## src/rtl/etf_pkg.sv

```systemverilog
/*
 transmit frame control constants: register map, field positions,
 control byte layout, frame figures and sequencer states.
 assumes an APB master on the core clock.
*/
// Contract
// [RULE1] the block itself sends seven preamble bytes and the start delimiter before every frame body.
// [RULE2] zero padding and a generated CRC are added only when the active setting asks, else the body goes out unchanged.
// [RULE3] software supplies destination, source, type/length and payload in the buffer stream.
// [RULE4] exactly one control byte leads each frame and it is consumed, never sent.
// [RULE5] control byte bit 0 is override, bit 1 CRC, bit 2 padding, bit 3 huge frame, bits 7 to 4 read as zero.
// [RULE6] with override and padding set a body shorter than 60 bytes is zero-extended to exactly 60 bytes before the CRC.
// [RULE7] with override set and padding clear no padding is ever added.
// [RULE8] with override clear the per-frame bits are ignored and the global setting decides.
// [RULE9] software should finish configuration before it asks for any transmission.
// [RULE10] the global pad and CRC field sits in bits 7 to 5 of the third MAC control register.
// [RULE11] the global huge frame enable is bit 2 of that register and allows oversize frames when not overridden.
// [RULE12] with override and CRC set a 32-bit CRC is appended, with CRC clear nothing is appended.
// [RULE13] with huge frame clear a frame is aborted once it passes the maximum length, with it set it goes whole.
package etf_pkg;
   localparam logic [3:0]  ADDR_MAC_CONTROL_THREE = 4'h0;
   localparam logic [3:0]  ADDR_MAX_FRAME_LENGTH  = 4'h4;
   localparam logic [3:0]  ADDR_STATUS            = 4'h8;
   localparam logic [3:0]  ADDR_LAST_CONTROL      = 4'hc;
   localparam int          CFG_ENABLE_BIT         = 0;
   localparam int          CFG_HUGE_BIT           = 2;
   localparam int          CFG_PAD_LSB            = 5;
   localparam int          CFG_PAD_MSB            = 7;
   localparam int          PADCFG_PAD_BIT         = 0;
   localparam int          CB_OVERRIDE_BIT        = 0;
   localparam int          CB_CRC_BIT             = 1;
   localparam int          CB_PAD_BIT             = 2;
   localparam int          CB_HUGE_BIT            = 3;
   localparam int          ST_BUSY_BIT            = 0;
   localparam int          ST_ABORT_BIT           = 1;
   localparam int          ST_COUNT_LSB           = 16;
   localparam logic [15:0] MAX_LEN_RESET          = 16'h05ee;
   localparam logic [15:0] MIN_BODY_LEN           = 16'h003c;
   localparam logic [15:0] PREAMBLE_LEN           = 16'h0007;
   localparam logic [15:0] CRC_LEN                = 16'h0004;
   localparam logic [7:0]  PREAMBLE_BYTE          = 8'h55;
   localparam logic [7:0]  SFD_BYTE               = 8'hd5;
   localparam logic [7:0]  PAD_BYTE               = 8'h00;
   localparam logic [31:0] CRC_INIT               = 32'hffffffff;
   localparam logic [31:0] CRC_POLY               = 32'hedb88320;

   typedef enum logic [2:0] {
      ETF_IDLE  = 3'b000,
      ETF_PRE   = 3'b001,
      ETF_SFD   = 3'b010,
      ETF_BODY  = 3'b011,
      ETF_PAD   = 3'b100,
      ETF_CRC   = 3'b101,
      ETF_DRAIN = 3'b110
   } etf_state_t;
endpackage

```

## src/rtl/etf_tx_frame.sv

```systemverilog
/*
 transmit frame sequencer: takes the buffer byte stream (control
 byte first), adds preamble, delimiter, padding and CRC, and feeds
 the PHY-side byte stream through a two-entry buffer.
 assumes an APB master and a buffer reader on CORE_CLK.
*/
// The implementer's own choices: the placing of the registers and the APB slave port.
`timescale 1ns/1ps
module etf_tx_frame
   import etf_pkg::*;
(
   input  wire logic        CORE_CLK,
   input  wire logic        RST,
   input  wire logic        PSEL,
   input  wire logic        PENABLE,
   input  wire logic        PWRITE,
   input  wire logic [3:0]  PADDR,
   input  wire logic [31:0] PWDATA,
   output      logic [31:0] PRDATA,
   output      logic        PREADY,
   output      logic        PSLVERR,
   input  wire logic        BUF_VALID,
   input  wire logic [7:0]  BUF_DATA,
   input  wire logic        BUF_LAST,
   output      logic        BUF_READY,
   output      logic        TX_VALID,
   output      logic [7:0]  TX_DATA,
   output      logic        TX_LAST,
   output      logic        TX_ERR,
   input  wire logic        TX_READY
);
   // register file
   logic [7:0]  mac_control_three;
   logic [15:0] max_frame_length_limit;
   logic        abort_seen;
   logic [15:0] frame_count;
   logic [3:0]  last_control;

   wire apb_setup  = PSEL && !PENABLE;
   wire apb_access = PSEL && PENABLE;
   wire hit_cfg    = (PADDR == ADDR_MAC_CONTROL_THREE);
   wire hit_max    = (PADDR == ADDR_MAX_FRAME_LENGTH);
   wire hit_stat   = (PADDR == ADDR_STATUS);
   wire hit_last   = (PADDR == ADDR_LAST_CONTROL);
   wire hit_any    = hit_cfg || hit_max || hit_stat || hit_last;
   wire wr_cfg     = apb_access && PWRITE && hit_cfg;
   wire wr_max     = apb_access && PWRITE && hit_max;
   wire wr_stat    = apb_access && PWRITE && hit_stat;

   wire        tx_enable = mac_control_three[CFG_ENABLE_BIT];
   wire [2:0]  global_pad_crc_config =
      mac_control_three[CFG_PAD_MSB:CFG_PAD_LSB]; // [RULE10]
   wire        global_huge_frame_enable =
      mac_control_three[CFG_HUGE_BIT]; // [RULE11]
   wire        global_pad = global_pad_crc_config[PADCFG_PAD_BIT];
   wire        global_crc = |global_pad_crc_config;

   // sequencer state
   etf_state_t  state;
   etf_state_t  next_state;
   logic [15:0] cnt;
   logic [31:0] crc;
   logic        frame_override_select;
   logic        frame_crc_enable;
   logic        frame_pad_enable;
   logic        frame_huge_allow;
   logic        body_empty;
   logic        eff_pad;
   logic        eff_crc;
   logic        eff_huge;

   function automatic logic [31:0] crc_step(input logic [31:0] c,
                                            input logic [7:0]  d);
      logic [31:0] r;
      r = c ^ {24'h000000, d};
      for (int i = 0; i < 8; i++) begin
         r = r[0] ? ((r >> 1) ^ CRC_POLY) : (r >> 1);
      end
      return r;
   endfunction

   // push side of the output buffer
   logic       push_valid;
   logic [7:0] push_data;
   logic       push_last;
   logic       push_err;
   logic       push_ready;
   wire        push_fire = push_valid && push_ready;

   wire        take_ctrl = (state == ETF_IDLE) && tx_enable && BUF_VALID;
   wire        body_fire = (state == ETF_BODY) && BUF_VALID && push_ready;
   wire        drain_fire = (state == ETF_DRAIN) && BUF_VALID;
   wire [15:0] cnt_inc   = cnt + 16'h0001;
   // pad only while the body stays short of the minimum
   wire        need_pad  = eff_pad && (cnt_inc < MIN_BODY_LEN); // [RULE6]
   wire        oversize  = !eff_huge && (cnt >= max_frame_length_limit);
   wire        empty_pad = eff_pad && (MIN_BODY_LEN != 16'h0000);
   wire [31:0] crc_out   = ~crc;
   wire [1:0]  crc_idx   = cnt[1:0];

   // per-frame bits count only under override
   always_comb begin
      if (frame_override_select) begin
         eff_pad  = frame_pad_enable; // [RULE7]
         eff_crc  = frame_crc_enable; // [RULE12]
         eff_huge = frame_huge_allow; // [RULE13]
      end else begin
         eff_pad  = global_pad; // [RULE8]
         eff_crc  = global_crc;
         eff_huge = global_huge_frame_enable; // [RULE11]
      end
   end

   always_comb begin
      next_state = state;
      push_valid = 1'b0;
      push_data  = PAD_BYTE;
      push_last  = 1'b0;
      push_err   = 1'b0;
      BUF_READY  = 1'b0;
      unique case (state)
         ETF_IDLE: begin
            // control byte is consumed here, never pushed
            BUF_READY = tx_enable; // [RULE4]
            if (take_ctrl) next_state = ETF_PRE;
         end
         ETF_PRE: begin
            push_valid = 1'b1;
            push_data  = PREAMBLE_BYTE; // [RULE1]
            if (push_fire && cnt_inc == PREAMBLE_LEN)
               next_state = ETF_SFD;
         end
         ETF_SFD: begin
            push_valid = 1'b1;
            push_data  = SFD_BYTE; // [RULE1]
            push_last  = body_empty && !empty_pad && !eff_crc;
            if (push_fire) begin
               if (!body_empty)   next_state = ETF_BODY;
               else if (empty_pad) next_state = ETF_PAD;
               else if (eff_crc)  next_state = ETF_CRC;
               else               next_state = ETF_IDLE;
            end
         end
         ETF_BODY: begin
            BUF_READY  = push_ready;
            push_valid = BUF_VALID;
            push_data  = BUF_DATA; // [RULE3]
            if (oversize) begin
               push_last = 1'b1;
               push_err  = 1'b1; // [RULE13]
               if (body_fire) next_state = BUF_LAST ? ETF_IDLE : ETF_DRAIN;
            end else begin
               push_last = BUF_LAST && !need_pad && !eff_crc; // [RULE2]
               if (body_fire && BUF_LAST) begin
                  if (need_pad)     next_state = ETF_PAD;
                  else if (eff_crc) next_state = ETF_CRC;
                  else              next_state = ETF_IDLE;
               end
            end
         end
         ETF_PAD: begin
            push_valid = 1'b1;
            push_data  = PAD_BYTE; // [RULE6]
            push_last  = (cnt_inc == MIN_BODY_LEN) && !eff_crc;
            if (push_fire && cnt_inc == MIN_BODY_LEN)
               next_state = eff_crc ? ETF_CRC : ETF_IDLE;
         end
         ETF_CRC: begin
            push_valid = 1'b1;
            push_data  = crc_out[{crc_idx, 3'b000} +: 8]; // [RULE12]
            push_last  = (cnt_inc == CRC_LEN);
            if (push_fire && cnt_inc == CRC_LEN) next_state = ETF_IDLE;
         end
         ETF_DRAIN: begin
            BUF_READY = 1'b1;
            if (drain_fire && BUF_LAST) next_state = ETF_IDLE;
         end
         default: next_state = ETF_IDLE;
      endcase
   end

   always_ff @(posedge CORE_CLK or posedge RST) begin
      if (RST) begin
         state <= ETF_IDLE;
      end else begin
         state <= next_state;
      end
   end

   // counter restarts on every phase change except body into padding,
   // where padding stops at a body total, not at a pad count
   wire keep_cnt = (state == ETF_BODY) && (next_state == ETF_PAD);
   always_ff @(posedge CORE_CLK or posedge RST) begin
      if (RST) begin
         cnt <= 16'h0000;
      end else if (next_state != state && !keep_cnt) begin
         cnt <= 16'h0000;
      end else if (push_fire) begin
         cnt <= cnt_inc;
      end
   end

   always_ff @(posedge CORE_CLK or posedge RST) begin
      if (RST) begin
         crc <= CRC_INIT;
      end else if (state == ETF_SFD) begin
         crc <= CRC_INIT;
      end else if (push_fire && (state == ETF_BODY || state == ETF_PAD)) begin
         crc <= crc_step(crc, push_data);
      end
   end

   // settings snapshot per frame; global config is read live,
   // so software must not change it while a frame is in flight
   always_ff @(posedge CORE_CLK or posedge RST) begin
      if (RST) begin
         frame_override_select <= 1'b0;
         frame_crc_enable      <= 1'b0;
         frame_pad_enable      <= 1'b0;
         frame_huge_allow      <= 1'b0;
         body_empty            <= 1'b0;
      end else if (take_ctrl) begin // [RULE9]
         frame_override_select <= BUF_DATA[CB_OVERRIDE_BIT]; // [RULE5]
         frame_crc_enable      <= BUF_DATA[CB_CRC_BIT];
         frame_pad_enable      <= BUF_DATA[CB_PAD_BIT];
         frame_huge_allow      <= BUF_DATA[CB_HUGE_BIT];
         body_empty            <= BUF_LAST;
      end
   end

   // registers; abort set wins over software clear
   wire abort_set = body_fire && oversize;
   wire frame_end = push_fire && push_last;
   always_ff @(posedge CORE_CLK or posedge RST) begin
      if (RST) begin
         mac_control_three      <= 8'h00;
         max_frame_length_limit <= MAX_LEN_RESET;
         abort_seen             <= 1'b0;
         frame_count            <= 16'h0000;
         last_control           <= 4'h0;
      end else begin
         if (wr_cfg) mac_control_three <= PWDATA[7:0];
         if (wr_max) max_frame_length_limit <= PWDATA[15:0];
         if (abort_set) abort_seen <= 1'b1;
         else if (wr_stat && PWDATA[ST_ABORT_BIT]) abort_seen <= 1'b0;
         if (frame_end) frame_count <= frame_count + 16'h0001;
         if (take_ctrl) last_control <= BUF_DATA[3:0]; // [RULE5]
      end
   end

   wire [31:0] rd_cfg  = {24'h000000, mac_control_three};
   wire [31:0] rd_max  = {16'h0000, max_frame_length_limit};
   wire [31:0] rd_stat = {frame_count, 14'h0000, abort_seen,
                          state != ETF_IDLE};
   wire [31:0] rd_last = {28'h0000000, last_control};
   wire [31:0] rd_mux  = hit_cfg  ? rd_cfg  :
                         hit_max  ? rd_max  :
                         hit_stat ? rd_stat :
                         hit_last ? rd_last : 32'h00000000;

   // read data captured in setup, so access completes at once
   always_ff @(posedge CORE_CLK or posedge RST) begin
      if (RST) begin
         PRDATA <= 32'h00000000;
      end else if (apb_setup) begin
         PRDATA <= PWRITE ? 32'h00000000 : rd_mux;
      end
   end

   assign PREADY  = 1'b1;
   assign PSLVERR = apb_access && !hit_any;

   logic [9:0] out_word;
   etf_skid #(
      .WIDTH(10)
   ) u_skid (
      .clk       (CORE_CLK),
      .rst       (RST),
      .in_valid  (push_valid),
      .in_data   ({push_err, push_last, push_data}),
      .in_ready  (push_ready),
      .out_valid (TX_VALID),
      .out_data  (out_word),
      .out_ready (TX_READY)
   );
   assign TX_DATA = out_word[7:0];
   assign TX_LAST = out_word[8];
   assign TX_ERR  = out_word[9];
endmodule

```

## src/rtl/etf_skid.sv

```systemverilog
/*
 two-entry buffer with valid and ready on both sides.
 assumes one clock and an asynchronous active-high reset.
*/
`timescale 1ns/1ps
module etf_skid
   import etf_pkg::*;
#(
   parameter int WIDTH = 10
) (
   input  wire logic             clk,
   input  wire logic             rst,
   input  wire logic             in_valid,
   input  wire logic [WIDTH-1:0] in_data,
   output      logic             in_ready,
   output      logic             out_valid,
   output      logic [WIDTH-1:0] out_data,
   input  wire logic             out_ready
);
   if (WIDTH < 1) begin : g_width_check
      $error("etf_skid: WIDTH must be positive");
   end

   logic [WIDTH-1:0] mem [2];
   logic             wr_ptr;
   logic             rd_ptr;
   logic [1:0]       fill;
   wire              push = in_valid && in_ready;
   wire              pop  = out_valid && out_ready;

   assign in_ready  = (fill != 2'h2);
   assign out_valid = (fill != 2'h0);
   assign out_data  = mem[rd_ptr];

   always_ff @(posedge clk or posedge rst) begin
      if (rst) begin
         wr_ptr <= 1'b0;
         rd_ptr <= 1'b0;
         fill   <= 2'h0;
         mem[0] <= '0;
         mem[1] <= '0;
      end else begin
         if (push) begin
            mem[wr_ptr] <= in_data;
            wr_ptr      <= ~wr_ptr;
         end
         if (pop) rd_ptr <= ~rd_ptr;
         fill <= fill + {1'b0, push} - {1'b0, pop};
      end
   end
endmodule

```

## config.mk

```make
export PLATFORM = sky130hd
export DESIGN_NAME = etf_tx_frame
export DESIGN_NICKNAME = d
export VERILOG_FILES = /design/src/rtl/etf_pkg.sv /design/src/rtl/etf_tx_frame.sv /design/src/rtl/etf_skid.sv
export SDC_FILE = /design/constraint.sdc
export NUM_CORES = 1
export LEC_CHECK = 0
export BUFFER_PORTS_ARGS = -buffer_cell sky130_fd_sc_hd__buf_4
export CAP_MARGIN = 25
export CORE_MARGIN = 8
export CORE_UTILIZATION = 45
export DETAILED_ROUTE_END_ITERATION = 7
export PLACE_DENSITY = 0.65
export REMOVE_ABC_BUFFERS = 1
export SYNTH_ARGS = -nofsm -noshare
export SYNTH_HDL_FRONTEND = slang
export SYNTH_SLANG_ARGS = --single-unit
```

## constraint.sdc

```tcl
create_clock -name CORE_CLK -period 4.7 [get_ports CORE_CLK]
set_clock_uncertainty 0.1 [all_clocks]
set_input_delay 0.47 -clock CORE_CLK [delete_from_list [all_inputs] [get_ports CORE_CLK]]
set_output_delay 0.47 -clock CORE_CLK [all_outputs]
set_load 0.02 [all_outputs]
```

==> metrics, run 1 <==
Worst-Skew Late Latency=0.43 ns; row cnt=50; sequential share of the synthesized area=45.25%; Die Y=154.0 µm; number of unique standard cell types used by synthesis=69; worst hold-check path type=input pin to async pin; Mean Syn Cell Area=10.77 µm²; cts hold-fix bufs=0; Post-route DRC=0; diode count=0; kind of critical path=flop to flop; clock tree from TritonCTS=done; Root Driver=clkbuf_16; area grow syn2layout=16.58%; Worst Path Max Fanout=16; die width=154.0 µm; WL final=19,590 µm; Placer Congestion=0.8275; I/O Buffers=80; vias in the first global route=6,328; Post-synth EDFFs=0; Crit path arrival time=4.11 ns; minimum clock period after layout=3.903 ns; Inserted Clock Buffers=17; Yosys warnings=0; Fin. Hold Viols=0; Detailed Route Iter0 Violations=277; max_cap viols=0; clock sink count=153; Pwr Density=687.9 nW/µm²; Synth Register Bits=153; maximum vdd drop=0.5120 mV; Final ANT Viol Nets=0; Lkg Pwr=4.455 nW; CORE AREA=18,710 µm²; asr flop ratio synth=100.0%; Clock transition at path regs=0.07 ns; Max clock buf depth=2; GRT Residual Overflow=0; most frequent cells in the layout=dfrtp_1, buf_4, xnor2_1, nand2_1, mux2_2; Ports=98; htree depth=4; Pins Over Slew Limit=0; Avg WL per Cell=17.61 µm; Via density=5.645; # nets final=939; Area after DPL=9387 µm²; Worst EP required=4.90 ns; post-cts resize count=0; first-pass GRT wire length=33,190 µm; drt first pass iters=6; most common cell after layout, fill and taps aside=dfrtp_1; CP endpoint kind=flop; Slew headroom=33.37%; Initial Utilization=45.83%; pin count of the biggest net entering global routing=83; CP startpoint kind=flop; share of cells above drive strength 1=27.22%; Post-synth top flop=dfrtp_1; gr usage total=17.11%; outcome=finished, final reports clean; synthesized area=8572 µm²; fin crit share=83.04%; initial antenna violation count=0; hpwl dp=13,950 µm; Post-Synthesis Cells=796; Die Area=23,720 µm²; RSZ-0062 raised after global routing=false; Final Cell Area=9993 µm²; Setup Total Neg Slack=0 ns; Worst Tran Pin Value=0.9952 ns; postcts setup bufs=0; via count=6,277; Final setup viols=0; fmax=256.2 MHz
worst paths after layout:
kind / startpoint / to / slack, ns / cells after the start
min in group CORE_CLK: PWDATA[14] / max_frame_length_limit[14] / 0.18 / 2
max reg2reg: cnt[0] / cnt[4] / 0.80 / 12
max in group asynchronous: RST / crc[26] / 3.42 / 3
min reg2reg: frame_count[15] / frame_count[15] / 0.37 / 1
max: cnt[0] / cnt[4] / 0.80 / 12
min: RST / PRDATA[16] / 0.08 / 2
per-layer routing:
metal	vias up	share of wire [%]	GRT usage, %
met1	3111	47	22.55
li1	3020	-	-
met5	-	0	0
met2	130	47	27.51
met3	16	4.8	3.952
met4	0	1.2	5.133
registers in the layout, summed over array words and instances, names as in the netlist, 8 cells and up:
signal,count
PRDATA,32
max_frame_length_limit,16
frame_count,16
crc,32
mac_control_three,8
cnt,16
u_skid.mem,20
power by group:
group | internal, mW | total (mW) | switching (mW)
combinational | 1.61 | 3.38 | 1.78
sequential | 1.78 | 2.10 | 0.323
clock | 0.800 | 1.39 | 0.591
total | 4.18 | 6.87 | 2.69
area by class of cell:
class / instances / area, µm²
clock buffer: 19 / 432.9
timing repair buffer: 96 / 720.7
inverter: 27 / 106.4
sequential: 153 / 3879
multi-input combinational: 570 / 4403
clock inverter: 13 / 158.9
fill: 1650 / 8712
tap: 234 / 292.8
critical path: stages (launching register included):
cell and delay [ns]:
dfrtp_1 0.83, inv_1 0.23, ha_1 0.33, nor3b_1 0.04
o21ai_0 0.21, a211oi_1 0.10, o31ai_1 0.21, buf_4 0.21
mux2i_1 0.20, o31ai_1 0.12, or3_4 0.42, a311o_4 0.51
a32o_1 0.25
cells in the mapped netlist (8+ instances only):
cell type  number  area share, %
a22o_1         29            3.0
a21oi_1        35            2.0
inv_1          27            1.2
and3_1         22            1.6
ha_1           22            3.2
nand2_1        57            2.5
xor2_1         31            3.2
mux2i_1         8           0.93
nand3_1        21            1.2
xnor2_1        72            7.4
o21ai_0        41            2.4
and2_1          8           0.58
mux2_2         51            6.7
nor3_1         30            1.8
mux4_1          8            2.5
clkbuf_1       35            1.5
dfrtp_1       113             33
nand4_1        13           0.95
dfstp_2        40             12
nor2_1         15           0.66
nor2b_1        10           0.73
through the flow:
stage	util [%]	hold slack (ns)	setup slack, ns	instances	power, mW
after CTS	53.34	0.1092	0.7777	1110	6.921
after global routing	53.42	0.1359	0.6173	1112	7.364
after detailed placement	50.18	0.3661	0.8025	1078	5.493
after global placement	50.14	0.3569	0.8393	1077	5.406
final	53.42	0.08317	0.7970	1112	6.874
after floorplan	-	0.3444	0.07475	750	4.696
cell families after synthesis:
logic type               after synthesis  synth area share, %
flip-flops                           153                45.25
multiplexers                          69                10.61
AND/OR/NAND/NOR                      211                13.01
buffers and inverters                 73                3.576
XOR/XNOR                             107                11.36
other                                  1              0.04375
adder cells (fa/ha/maj)               22                3.211
AO/OA/AOI/OAI                        160                12.95
No activity file was read; power rests on OpenSTA's default activity.
==> run 2: changes to the inputs <==
Settings changed: PLACE_DENSITY 0.65 to 0.62.
Clock period 4.7 ns to 3.9 ns, I/O delays scaled along.
==> run 2 against run 1 <==
Net effect:
- sequential share of layout area is 0.53 points lower
- worst hold slack better by 0.015 ns
- maximum frequency is 6.9% higher
- combinational power rose by 28%
- global-route usage is 0.35 points higher
- sequential power is 18% higher
- first-iteration DRC count grew 24%
==> metrics, run 2 (synthesis results as in run 1) <==
diode count=0; Max clock buf depth=2; fin crit share=93.65%; GRT Residual Overflow=0; area occupied by multi-input gates=4410 µm²; die width=154.0 µm; Ports=98; worst stage delay on the critical path=0.53 ns; CP max-delay cell=dfrtp_1; Crit. Startpoint=cnt[1]; clock tree from TritonCTS=done; fmax=273.8 MHz; Via density=5.735; Worst-Skew Late Latency=0.43 ns; CP cell instances=buf_4 -> and4_1 -> nand4_1 -> xor2_1 -> o211ai_1 -> or3_1 -> o31ai_1 -> o32ai_1 -> a311o_4 -> a32o_1; max_cap viols=0; total power=8.538 mW; drt first pass iters=5; most common cell after layout, fill and taps aside=dfrtp_1; worst hold-check path type=input pin to flop; minimum clock period after layout=3.652 ns; Critical path buffers and inverters=1; cell family with most CP delay=compound AO/OA/AOI/OAI gates; vias in the first global route=6,456; CORE AREA=18,710 µm²; initial antenna violation count=0; Worst Path Max Fanout=16; final worst slack=0.2477 ns; terminus of the critical flop-to-flop path=cnt[0]; Final setup viols=0; Post-route DRC=0; Worst Setup EP=cnt[0]; via count=6,435; Die Area=23,720 µm²; row cnt=50; Clock transition at path regs=0.06 ns; clock sink count=153; Avg WL per Cell=18.23 µm; share of cells above drive strength 1=27.93%; first-pass GRT wire length=33,620 µm; hold path cells=2; Pwr Density=842.7 nW/µm²; Lkg Pwr=4.530 nW; Setup Total Neg Slack=0 ns; Fin. Hold Viols=0; Initial Utilization=45.83%; Pins Over Slew Limit=0; Core Util, Final=54.17%; CP startpoint kind=flop; Top Registers=PRDATA: 32 flops, crc: 32 flops, u_skid.mem: 20 flops; pin count of the biggest net entering global routing=78; # nets final=949; Slew headroom=33.18%; Worst EP required=4.10 ns; kind of critical path=flop to flop; WL final=20,460 µm; CP endpoint kind=flop; area grow syn2layout=18.20%; Root Driver=clkbuf_16; gr usage total=17.45%; Layout fillers=1,644; R2R setup slack=0.25 ns; Post-Place Setup Slack=0.2353 ns; Worst Tran Pin Value=0.9979 ns; htree depth=4; critical path depth in cells=10; Inserted Clock Buffers=17; reg2reg start=cnt[1]; Placer Congestion=0.8785; hpwl dp=14,990 µm; most frequent cells in the layout=dfrtp_1, buf_4, xnor2_1, nand2_1, mux2_2; reg2reg path depth=10; outcome=finished, final reports clean; Detailed Route Iter0 Violations=343; Final ANT Viol Nets=0; RSZ-0062 raised after global routing=false; Die Y=154.0 µm; maximum vdd drop=0.6736 mV; I/O Buffers=80; Reg area=3879 µm²; Crit path arrival time=3.85 ns
==> run 2: cell types whose count changed in the layout (fill, tap and decap cells not counted), sizes merged <==
| cell | previous run | this run |
|---|---|---|
| clkinvlp | 2 | 1 |
| dlygate4sd3 | 0 | 1 |
| inv | 34 | 31 |
| clkbuf | 20 | 19 |
| clkinv | 2 | 4 |
| bufinv | 2 | 4 |
| buf | 95 | 105 |
==> run 2: worst min path at each step <==
stage                  start                   endpoint  slack (ns)
3_3_place_gp   u_skid.mem[0]              u_skid.mem[0]        0.36
6_report           PWDATA[9]  max_frame_length_limit[9]         0.1
5_1_grt            PWDATA[9]  max_frame_length_limit[9]        0.08
4_1_cts            PWDATA[9]  max_frame_length_limit[9]        0.08
3_5_place_dp             RST              u_skid.rd_ptr        0.36
2_1_floorplan  u_skid.mem[0]              u_skid.mem[0]        0.34
==> run 2: final cells by class <==
class / count / area share, %
multi-input combinational: 570 / 43.53
sequential: 153 / 38.28
timing repair buffer: 106 / 8.076
clock buffer: 19 / 4.273
tap: 234 / 2.890
clock inverter: 13 / 1.902
inverter: 27 / 1.050
==> run 2: power breakdown <==
group / switching (mW) / internal (mW)
clock network: 0.672 / 1.08
logic: 2.28 / 2.03
registers: 0.335 / 2.14
==> run 2: per-layer routing <==
| metal | track usage, % | up-vias | routed length (µm) |
|---|---|---|---|
| li1 | - | 3042 | - |
| met3 | 3.952 | 39 | 1050 |
| met1 | 22.15 | 3168 | 9095 |
| met5 | 0 | - | 0 |
| met2 | 28.33 | 186 | 9811 |
| met4 | 7.093 | 0 | 497 |
==> run 2: per-stage QoR <==
step	cells	hold slack, ns	instance area (µm²)
finish	1122	0.09793	10130
detailed placement	1088	0.3619	9482
CTS	1121	0.07928	10120
global route	1122	0.08303	10130
global placement	1086	0.3580	9447
floorplan	750	0.3444	8367
==> run 2: repair_timing <==
action | in CTS | in global routing
hold endpoints to repair | 26 | 0
setup endpoints to repair | 0 | 3
gates resized for setup | 0 | 1
buffers inserted | 0 | 0
hold buffers | 1 | 0
